--- src/hw/pfm_pkg.sv ---
// Package: offsets, field positions, reset values and timing counts for the mode registers
package pfm_pkg;
	// Configuration index values that select each register
	localparam logic [7:0] PFM_IDX_PIN_FLOPPY = 8'h03;
	localparam logic [7:0] PFM_IDX_PAR_SERIAL = 8'h04;
	// Power-up values
	localparam logic [7:0] PFM_RST_PIN_FLOPPY = 8'h70;
	localparam logic [7:0] PFM_RST_PAR_SERIAL = 8'h00;
	// Writable bits; the rest read as zero
	localparam logic [7:0] PFM_MASK_PIN_FLOPPY = 8'hF7;
	localparam logic [7:0] PFM_MASK_PAR_SERIAL = 8'h7F;
	// Pin and floppy mode fields
	localparam int PFM_PF_GAME_SEL = 0;
	localparam int PFM_PF_ENH_MODE2 = 1;
	localparam int PFM_PF_CLKRUN_SEL = 2;
	localparam int PFM_PF_DENSITY_FORCE = 4;
	localparam int PFM_PF_FORMAT = 5;
	localparam int PFM_PF_IDENTITY = 6;
	localparam int PFM_PF_SHARED_EN = 7;
	// Parallel and serial setup fields
	localparam int PFM_PS_PAR_MODE_LO = 0;
	localparam int PFM_PS_PFD_LO = 2;
	localparam int PFM_PS_MUSIC_ONE = 4;
	localparam int PFM_PS_MUSIC_TWO = 5;
	localparam int PFM_PS_EPP_TYPE = 6;
	// Parallel mode codes
	localparam logic [1:0] PFM_PAR_SPP = 2'h0;
	localparam logic [1:0] PFM_PAR_EPP_SPP = 2'h1;
	localparam logic [1:0] PFM_PAR_ECP = 2'h2;
	localparam logic [1:0] PFM_PAR_ECP_EPP = 2'h3;
	localparam logic [2:0] PFM_ECR_EPP = 3'h4;
	// Parallel floppy codes
	localparam logic [1:0] PFM_PFD_ONE = 2'h1;
	localparam logic [1:0] PFM_PFD_TWO = 2'h2;
	// Music clock rate
	localparam longint PFM_CLK_HZ = 100000000;
	localparam longint PFM_MUSIC_HZ = 125000;
	localparam int PFM_MUSIC_DIV = int'(PFM_CLK_HZ / PFM_MUSIC_HZ);
endpackage : pfm_pkg

--- src/hw/pfm_rate_div.sv ---
// Divider that makes the one-cycle music rate enable pulse
module pfm_rate_div
	import pfm_pkg::*;
(
	// Clock and reset
	input wire logic clk,
	input wire logic rst,
	// Enable pulse out
	output logic tick_ff
);
	logic [9:0] cnt_ff;
	logic [9:0] nxt_cnt;
	logic nxt_tick;

	// Count down; pulse on wrap
	always_comb begin
		nxt_tick = 1'b0;
		if (cnt_ff == 10'h000) begin
			nxt_cnt = 10'(PFM_MUSIC_DIV - 1);
			nxt_tick = 1'b1;
		end else begin
			nxt_cnt = cnt_ff - 10'h001;
		end
	end

	// Registers
	always_ff @(posedge clk) begin
		if (rst) begin
			cnt_ff <= 10'h000;
			tick_ff <= 1'b0;
		end else begin
			cnt_ff <= nxt_cnt;
			tick_ff <= nxt_tick;
		end
	end
endmodule : pfm_rate_div

--- src/hw/pfm_mode_regs.sv ---
// Pin/floppy mode and parallel/serial setup registers with their decoded controls
//
// Contract
// - Pin register reachable only config state, index 03h
// - Pin register powers up as 70h
// - Bit 1 selects enhanced floppy mode two
// - Bit 4 forces density output high
// - Identity and format bits pick interface mode
// - Bits 7,2 select shared pin; tristated initially
// - Setup register reachable only config state, index 04h
// - Setup register powers up as 00h
// - Parallel mode field needs printer bit low
// - Field codes: SPP, EPP+SPP, ECP, ECP+EPP
// - Bit 4 gives first port music clock
// - Bit 5 gives second port music clock
// - Printer bit high means plain printer mode
// - Floppy tristate overrides density control
// - ECP+EPP allows EPP via ECR 100
// - Music clock is 125 kHz rate
module pfm_mode_regs
	import pfm_pkg::*;
(
	// Clock and reset
	input wire logic clk,
	input wire logic rst,
	// Configuration access
	input wire logic cfg_state,
	input wire logic [7:0] cfg_index,
	input wire logic cfg_wr,
	input wire logic cfg_rd,
	input wire logic [7:0] cfg_wdata,
	output logic [7:0] cfg_rdata_ff,
	output logic cfg_rvalid_ff,
	// Controls from other configuration registers and cores
	input wire logic printer_mode,
	input wire logic fdc_out_tristate,
	input wire logic [2:0] ecr_mode,
	input wire logic drive_density_value,
	input wire logic address_extension_value,
	input wire logic clock_run_value,
	input wire logic baud_tick,
	// Floppy controls
	output logic enhanced_floppy_mode2_ff,
	output logic [1:0] floppy_iface_mode_ff,
	output logic drive_density_out_one_ff,
	output logic drive_density_out_one_oe_ff,
	// Shared pins
	output logic game_port_select_ff,
	output logic shared_pin_out_ff,
	output logic shared_pin_oe_ff,
	output logic clock_run_select_ff,
	// Parallel port controls
	output logic [1:0] par_mode_ff,
	output logic epp_active_ff,
	output logic epp_v17_ff,
	output logic parallel_floppy_mode_one_ff,
	output logic parallel_floppy_mode_two_ff,
	// Serial clock enables
	output logic serial_one_tick_ff,
	output logic serial_two_tick_ff
);
	// Register state and next values
	logic [7:0] pin_and_floppy_mode_config_ff;
	logic [7:0] parallel_serial_extended_setup_ff;
	logic [7:0] nxt_pin_and_floppy_mode_config;
	logic [7:0] nxt_parallel_serial_extended_setup;
	logic [7:0] nxt_cfg_rdata;
	logic nxt_cfg_rvalid;
	// Index hits and the shared music rate
	logic sel_pin;
	logic sel_par;
	logic music_tick;

	// Register selection by config state and index
	assign sel_pin = cfg_state && (cfg_index == PFM_IDX_PIN_FLOPPY);
	assign sel_par = cfg_state && (cfg_index == PFM_IDX_PAR_SERIAL);

	// Music rate source shared by both serial ports
	pfm_rate_div u_rate_div (
		.clk(clk),
		.rst(rst),
		.tick_ff(music_tick)
	);

	// Register writes and reads; reserved bits masked to zero
	always_comb begin
		nxt_pin_and_floppy_mode_config = pin_and_floppy_mode_config_ff;
		nxt_parallel_serial_extended_setup = parallel_serial_extended_setup_ff;
		nxt_cfg_rdata = cfg_rdata_ff;
		nxt_cfg_rvalid = 1'b0;
		// Writes need config state and a matching index
		if (cfg_wr && sel_pin) begin
			nxt_pin_and_floppy_mode_config = cfg_wdata & PFM_MASK_PIN_FLOPPY;
		end
		if (cfg_wr && sel_par) begin
			nxt_parallel_serial_extended_setup = cfg_wdata & PFM_MASK_PAR_SERIAL;
		end
		// A read in the same cycle as a write returns the old value
		if (cfg_rd && sel_pin) begin
			nxt_cfg_rdata = pin_and_floppy_mode_config_ff;
			nxt_cfg_rvalid = 1'b1;
		end else if (cfg_rd && sel_par) begin
			nxt_cfg_rdata = parallel_serial_extended_setup_ff;
			nxt_cfg_rvalid = 1'b1;
		end
	end

	// Register state; reset loads power-up values
	always_ff @(posedge clk) begin
		if (rst) begin
			pin_and_floppy_mode_config_ff <= PFM_RST_PIN_FLOPPY;
			parallel_serial_extended_setup_ff <= PFM_RST_PAR_SERIAL;
			cfg_rdata_ff <= 8'h00;
			cfg_rvalid_ff <= 1'b0;
		end else begin
			pin_and_floppy_mode_config_ff <= nxt_pin_and_floppy_mode_config;
			parallel_serial_extended_setup_ff <= nxt_parallel_serial_extended_setup;
			cfg_rdata_ff <= nxt_cfg_rdata;
			cfg_rvalid_ff <= nxt_cfg_rvalid;
		end
	end

	// Decoded controls, one cycle behind the registers
	logic nxt_enh;
	logic [1:0] nxt_iface;
	logic nxt_den;
	logic nxt_den_oe;
	logic nxt_game;
	logic nxt_sh_out;
	logic nxt_sh_oe;
	logic nxt_clkrun_sel;
	logic [1:0] nxt_par_mode;
	logic nxt_epp;
	logic nxt_v17;
	logic nxt_pfd1;
	logic nxt_pfd2;
	logic nxt_ser1;
	logic nxt_ser2;

	// Field slices of the setup register
	logic [1:0] par_field;
	logic [1:0] pfd_field;

	// Decode of both registers into control levels
	always_comb begin
		// Field slices shared by several decodes
		par_field = parallel_serial_extended_setup_ff[PFM_PS_PAR_MODE_LO +: 2];
		pfd_field = parallel_serial_extended_setup_ff[PFM_PS_PFD_LO +: 2];

		// Floppy controller modes
		nxt_enh = pin_and_floppy_mode_config_ff[PFM_PF_ENH_MODE2];
		// Identity in high bit, format in low: 11 compat, 10 reserved, 01 second, 00 third
		nxt_iface = {pin_and_floppy_mode_config_ff[PFM_PF_IDENTITY],
			pin_and_floppy_mode_config_ff[PFM_PF_FORMAT]};

		// Floppy tristate wins; density control then has no effect
		nxt_den_oe = !fdc_out_tristate;
		// Value kept even while undriven; harmless at the pin
		nxt_den = pin_and_floppy_mode_config_ff[PFM_PF_DENSITY_FORCE] | drive_density_value;

		// Shared pin routing
		nxt_game = pin_and_floppy_mode_config_ff[PFM_PF_GAME_SEL];
		// Reserved selection keeps the shared pin undriven, as after reset
		nxt_sh_oe = pin_and_floppy_mode_config_ff[PFM_PF_SHARED_EN];
		nxt_clkrun_sel = nxt_sh_oe && pin_and_floppy_mode_config_ff[PFM_PF_CLKRUN_SEL];
		nxt_sh_out = nxt_clkrun_sel ? clock_run_value : address_extension_value;

		// Printer mode masks the extended field entirely
		nxt_par_mode = printer_mode ? PFM_PAR_SPP : par_field;
		// Combined mode gives EPP only when the ECP control selects it
		nxt_epp = (nxt_par_mode == PFM_PAR_EPP_SPP) ||
			((nxt_par_mode == PFM_PAR_ECP_EPP) && (ecr_mode == PFM_ECR_EPP));
		nxt_v17 = parallel_serial_extended_setup_ff[PFM_PS_EPP_TYPE];

		// Reserved code 11 leaves the port in normal mode
		nxt_pfd1 = (pfd_field == PFM_PFD_ONE);
		nxt_pfd2 = (pfd_field == PFM_PFD_TWO);

		// One divider feeds both ports; saves a second counter
		nxt_ser1 = parallel_serial_extended_setup_ff[PFM_PS_MUSIC_ONE] ? music_tick : baud_tick;
		nxt_ser2 = parallel_serial_extended_setup_ff[PFM_PS_MUSIC_TWO] ? music_tick : baud_tick;
	end

	// Output registers; shared pin undriven from reset
	always_ff @(posedge clk) begin
		if (rst) begin
			// Density pin undriven until the first decode
			enhanced_floppy_mode2_ff <= 1'b0;
			floppy_iface_mode_ff <= 2'h3;
			drive_density_out_one_ff <= 1'b1;
			drive_density_out_one_oe_ff <= 1'b0;
			game_port_select_ff <= 1'b0;
			shared_pin_out_ff <= 1'b0;
			shared_pin_oe_ff <= 1'b0;
			clock_run_select_ff <= 1'b0;
			par_mode_ff <= PFM_PAR_SPP;
			epp_active_ff <= 1'b0;
			epp_v17_ff <= 1'b0;
			parallel_floppy_mode_one_ff <= 1'b0;
			parallel_floppy_mode_two_ff <= 1'b0;
			serial_one_tick_ff <= 1'b0;
			serial_two_tick_ff <= 1'b0;
		end else begin
			enhanced_floppy_mode2_ff <= nxt_enh;
			floppy_iface_mode_ff <= nxt_iface;
			drive_density_out_one_ff <= nxt_den;
			drive_density_out_one_oe_ff <= nxt_den_oe;
			game_port_select_ff <= nxt_game;
			shared_pin_out_ff <= nxt_sh_out;
			shared_pin_oe_ff <= nxt_sh_oe;
			clock_run_select_ff <= nxt_clkrun_sel;
			par_mode_ff <= nxt_par_mode;
			epp_active_ff <= nxt_epp;
			epp_v17_ff <= nxt_v17;
			parallel_floppy_mode_one_ff <= nxt_pfd1;
			parallel_floppy_mode_two_ff <= nxt_pfd2;
			serial_one_tick_ff <= nxt_ser1;
			serial_two_tick_ff <= nxt_ser2;
		end
	end
endmodule : pfm_mode_regs

--- config.mk ---
export PLATFORM = sky130hd
export DESIGN_NAME = pfm_mode_regs
export DESIGN_NICKNAME = d
export VERILOG_FILES = /design/src/hw/pfm_pkg.sv /design/src/hw/pfm_rate_div.sv /design/src/hw/pfm_mode_regs.sv
export SDC_FILE = /design/constraint.sdc
export NUM_CORES = 1
export LEC_CHECK = 0
export BUFFER_PORTS_ARGS = -buffer_cell sky130_fd_sc_hd__buf_2
export CORE_ASPECT_RATIO = 0.5
export CORE_MARGIN = 2
export CORE_UTILIZATION = 30
export CTS_BUF_LIST = sky130_fd_sc_hd__clkbuf_8
export DETAILED_ROUTE_END_ITERATION = 7
export PLACE_DENSITY = 0.61
export RECOVER_POWER = 25
export SYNTH_ARGS = -nofsm -noshare
export SYNTH_HDL_FRONTEND = slang
export SYNTH_HIERARCHICAL = 1
export SYNTH_SLANG_ARGS = --single-unit
--- constraint.sdc ---
create_clock -name clk -period 2.1 [get_ports clk]
set_input_delay 0.21 -clock clk [delete_from_list [all_inputs] [get_ports clk]]
set_output_delay 0.21 -clock clk [all_outputs]
set_load 0.01 [all_outputs]
==> impl_metrics.py <==
metrics = {
    "status": {
        "status": "completed",
    },
    "synth": {
        "synth_compound_area_share_pct": 16.3,
        "postSynth.asyncResetShare_pct": 0,
        "ys_warn_count": 6,
        "synth_top_family_by_area": "simple AND/OR/NAND/NOR gates",
        "synth_edf_count": 0,
        "yosys.area_share.xor_xnor_pct": 0.835,
        "muxShareOfSynthArea_pct": 5.37,
        "synthTopCellsByCount": "51 x dfxtp_1, 19 x nand2b_1, 15 x nor2_1",
        "syn_inst": 208,
        "synth-simple-area-share_pct": 24.3,
        "ys.flop_type": "dfxtp_1",
        "avgSynthCellArea_sq_um": 10.1,
        "netlist_area_sq_um": 2100,
        "synth_cell_types": 44,
        "netlist.area_leader.share_pct": 48.7,
        "synth_fa_ha_area_share_pct": 1.19,
        "yosys-top-cells-area": "dfxtp_1 49%, nand2b_1 5.7%, mux2i_1 4.3%",
        "synth.yosys.seq_area_share_pct": 48.7,
        "synth_most_common_cell": "dfxtp_1",
        "syn_nets": 240,
        "synth-seq-cells": 51,
        "yosysTopAreaCell": "dfxtp_1",
    },
    "pwr": {
        "p_total_w": 0.00229,
        "irDropWorstVdd_mv": 0.341,
        "p_per_area_nw_per_um2": 900,
        "p_leak_nw": 1.01,
    },
    "floorplan": {
        "dieArea_sq_um": 7720,
        "std_cell_rows": 21,
        "fp.dieH_microns": 63.1,
        "coreArea_sq_um": 6730,
        "initial_core_util_pct": 31.2,
        "die_width_microns": 122,
        "io_pins": 56,
    },
    "drt": {
        "ant_nets": 0,
        "post-route-drc-count": 0,
        "dr.pass1.iters": 4,
        "drtIter0Drc": 31,
        "routed_wirelength_mm": 4.57,
        "wl_per_cell_microns": 12.8,
        "via_count": 1721,
        "viasPerCell": 4.82,
    },
    "finish": {
        "multi_input_area_sq_um": 1010,
        "area_growth_pct": 21.0,
        "fillers": 715,
        "layout-drive-gt1-share_pct": 26.4,
        "final_nets": 296,
        "fin_area_sq_um": 2540,
        "diodes": 0,
        "regArea_sq_um": 1020,
        "instances_no_fill": 357,
    },
    "timing": {
        "whs_ns": 0.0669,
        "finalMaxSlewViolations": 0,
        "timing.final.crit_share_pct": 73.4,
        "finalCriticalPeriod_ns": 1.54,
        "worst_slew_pin_slew_ns": 0.793,
        "relSlewSlack_pct": 47.1,
        "finalSetupTns_ns": 0,
        "rsz0062_at_grt": "no",
        "setup_viol_count_final": 0,
        "hold_violations": 0,
        "fin_skew_ns": 0.00683,
        "timing.fmax_ghz": 0.649,
    },
    "clocking": {
        "cts_sinks": 51,
        "clock_path_buffers": 2,
        "cts-buffers-inserted": 5,
        "cts_tree": "yes",
        "worstSkewPairLatency_ns": 0.29,
        "cts_setup_buffers": 0,
        "hold_buffers": 0,
        "htreeDepth": 2,
        "clk_pin_slew_ns": 0.09,
        "cts-root-buf": "clkbuf_8",
        "cts-resized-gates": 0,
    },
    "setup_path": {
        "critPathArrivalTime_ns": 1.74,
        "cp-endpoint": "cfg_rdata_ff[6]",
        "start_kind": "input pin",
        "rrSetupSlack_ns": 0.77,
        "cp_max_fo": 8,
        "ff2ff_path_depth": 5,
        "endpoint_kind": "register",
        "reg2reg_from": "u_rate_div/cnt_ff[0]",
        "worstPathRequired_ns": 2.30,
        "worst-setup-path-type": "input pin to register",
        "reg2reg_to": "u_rate_div/cnt_ff[4]",
        "critPathLaunch": "cfg_index[3]",
    },
    "place": {
        "place_inst": 349,
        "dp_hpwl_mm": 3.37,
        "io_buffers": 55,
        "place_area_sq_um": 2470,
        "gp_congestion": 0.753,
    },
    "job": {
        "drv_cap": 0,
    },
    "global_route": {
        "grt_overflow_total": 0,
        "grt_max_degree": 52,
        "grt_pass1_wl_mm": 7.34,
        "antenna_found_initial": 0,
        "grt_pass1_vias": 1619,
        "grtUsageTotal_pct": 11.8,
    },
    "min_path": {
        "hp-class": "input pin to register",
    },
}
registers in the layout (all words and copies together) (netlist names), 2 cells and up:
| register | cells |
|---|---|
| par_mode_ff | 2 |
| pin_and_floppy_mode_config_ff | 7 |
| cfg_rdata_ff | 8 |
| floppy_iface_mode_ff | 2 |
| parallel_serial_extended_setup_ff | 7 |
| u_rate_div/cnt_ff | 10 |
cell families after synthesis:
kind of cell             count (synthesis)
XOR/XNOR                                 2
flip-flops                              51
AND/OR/NAND/NOR                         81
multiplexers                            11
AO/OA/AOI/OAI                           46
buffers and inverters                   15
adder cells (fa/ha/maj)                  2
per-layer routing:
layer	global-route usage [%]	routed length, microns	vias to the layer above
li1	-	-	862
met1	13.9	2100	825
met2	20.9	2240	28
met3	3.53	171	6
met4	3.45	63	0
met5	0	0	-
through the flow:
stage	setup slack [ns]	util (%)
3_5_place_dp	0.232	36.7
5_1_grt	0.469	37.8
2_1_floorplan	0.359	-
4_1_cts	0.548	37.9
3_3_place_gp	0.312	36.7
6_report	0.558	37.8
how the worst min path moves through the flow:
| stage | start | end | slack [ns] | cells after the start |
|---|---|---|---|---|
| floorplan | fdc_out_tristate | drive_density_out_one_oe_ff | 0.28 | 1 |
| global placement | fdc_out_tristate | drive_density_out_one_oe_ff | 0.37 | 2 |
| detailed placement | fdc_out_tristate | drive_density_out_one_oe_ff | 0.37 | 2 |
| CTS | fdc_out_tristate | drive_density_out_one_oe_ff | 0.06 | 2 |
| global route | fdc_out_tristate | drive_density_out_one_oe_ff | 0.06 | 2 |
| finish | fdc_out_tristate | drive_density_out_one_oe_ff | 0.07 | 2 |
layout make-up:
| type | count | share of cell area [%] |
|---|---|---|
| clock buffer | 5 | 2.71 |
| sequential | 51 | 40.2 |
| clock inverter | 3 | 0.493 |
| tap | 92 | 4.53 |
| inverter | 4 | 0.591 |
| timing repair buffer | 60 | 11.9 |
| multi-input combinational | 142 | 39.6 |
report_power, final:
group	internal (W)	total (W)	switching [W]	leakage [nW]
logic	0.000267	0.000566	0.000299	0.545
clock network	0.000225	0.000525	0.000300	0.0505
registers	0.00106	0.00119	0.000137	0.414
total	0.00155	0.00229	0.000737	1.01
critical path: stages:
cell and delay, ns:
buf_2 0.10, or4_4 0.60, or3_1 0.52, o32ai_1 0.31
cell usage in the layout, fill, tap and decap left out, types with 2 or more instances in the layout:
cell and n:
or2_2 2, xnor2_1 2, nor3_1 3, nor3_2 2, nand2b_1 19, nand4_1 2, ha_1 2, a21oi_1 14
buf_4 5, dfxtp_1 51, mux2_2 2, clkbuf_1 9, nor2_1 15, a41o_1 4, o211ai_1 2, nor4_1 2
buf_2 46, nor3b_1 4, mux2i_1 9, a22oi_1 6, clkbuf_8 5, nand2_1 7, o21ai_0 2, or3_1 2
o31ai_1 4, and3b_1 2, nor2b_1 7, nand3b_1 2, inv_1 6, nand3_1 3, a31oi_1 2, o32ai_1 7
No activity file was read; power rests on OpenSTA's default activity.
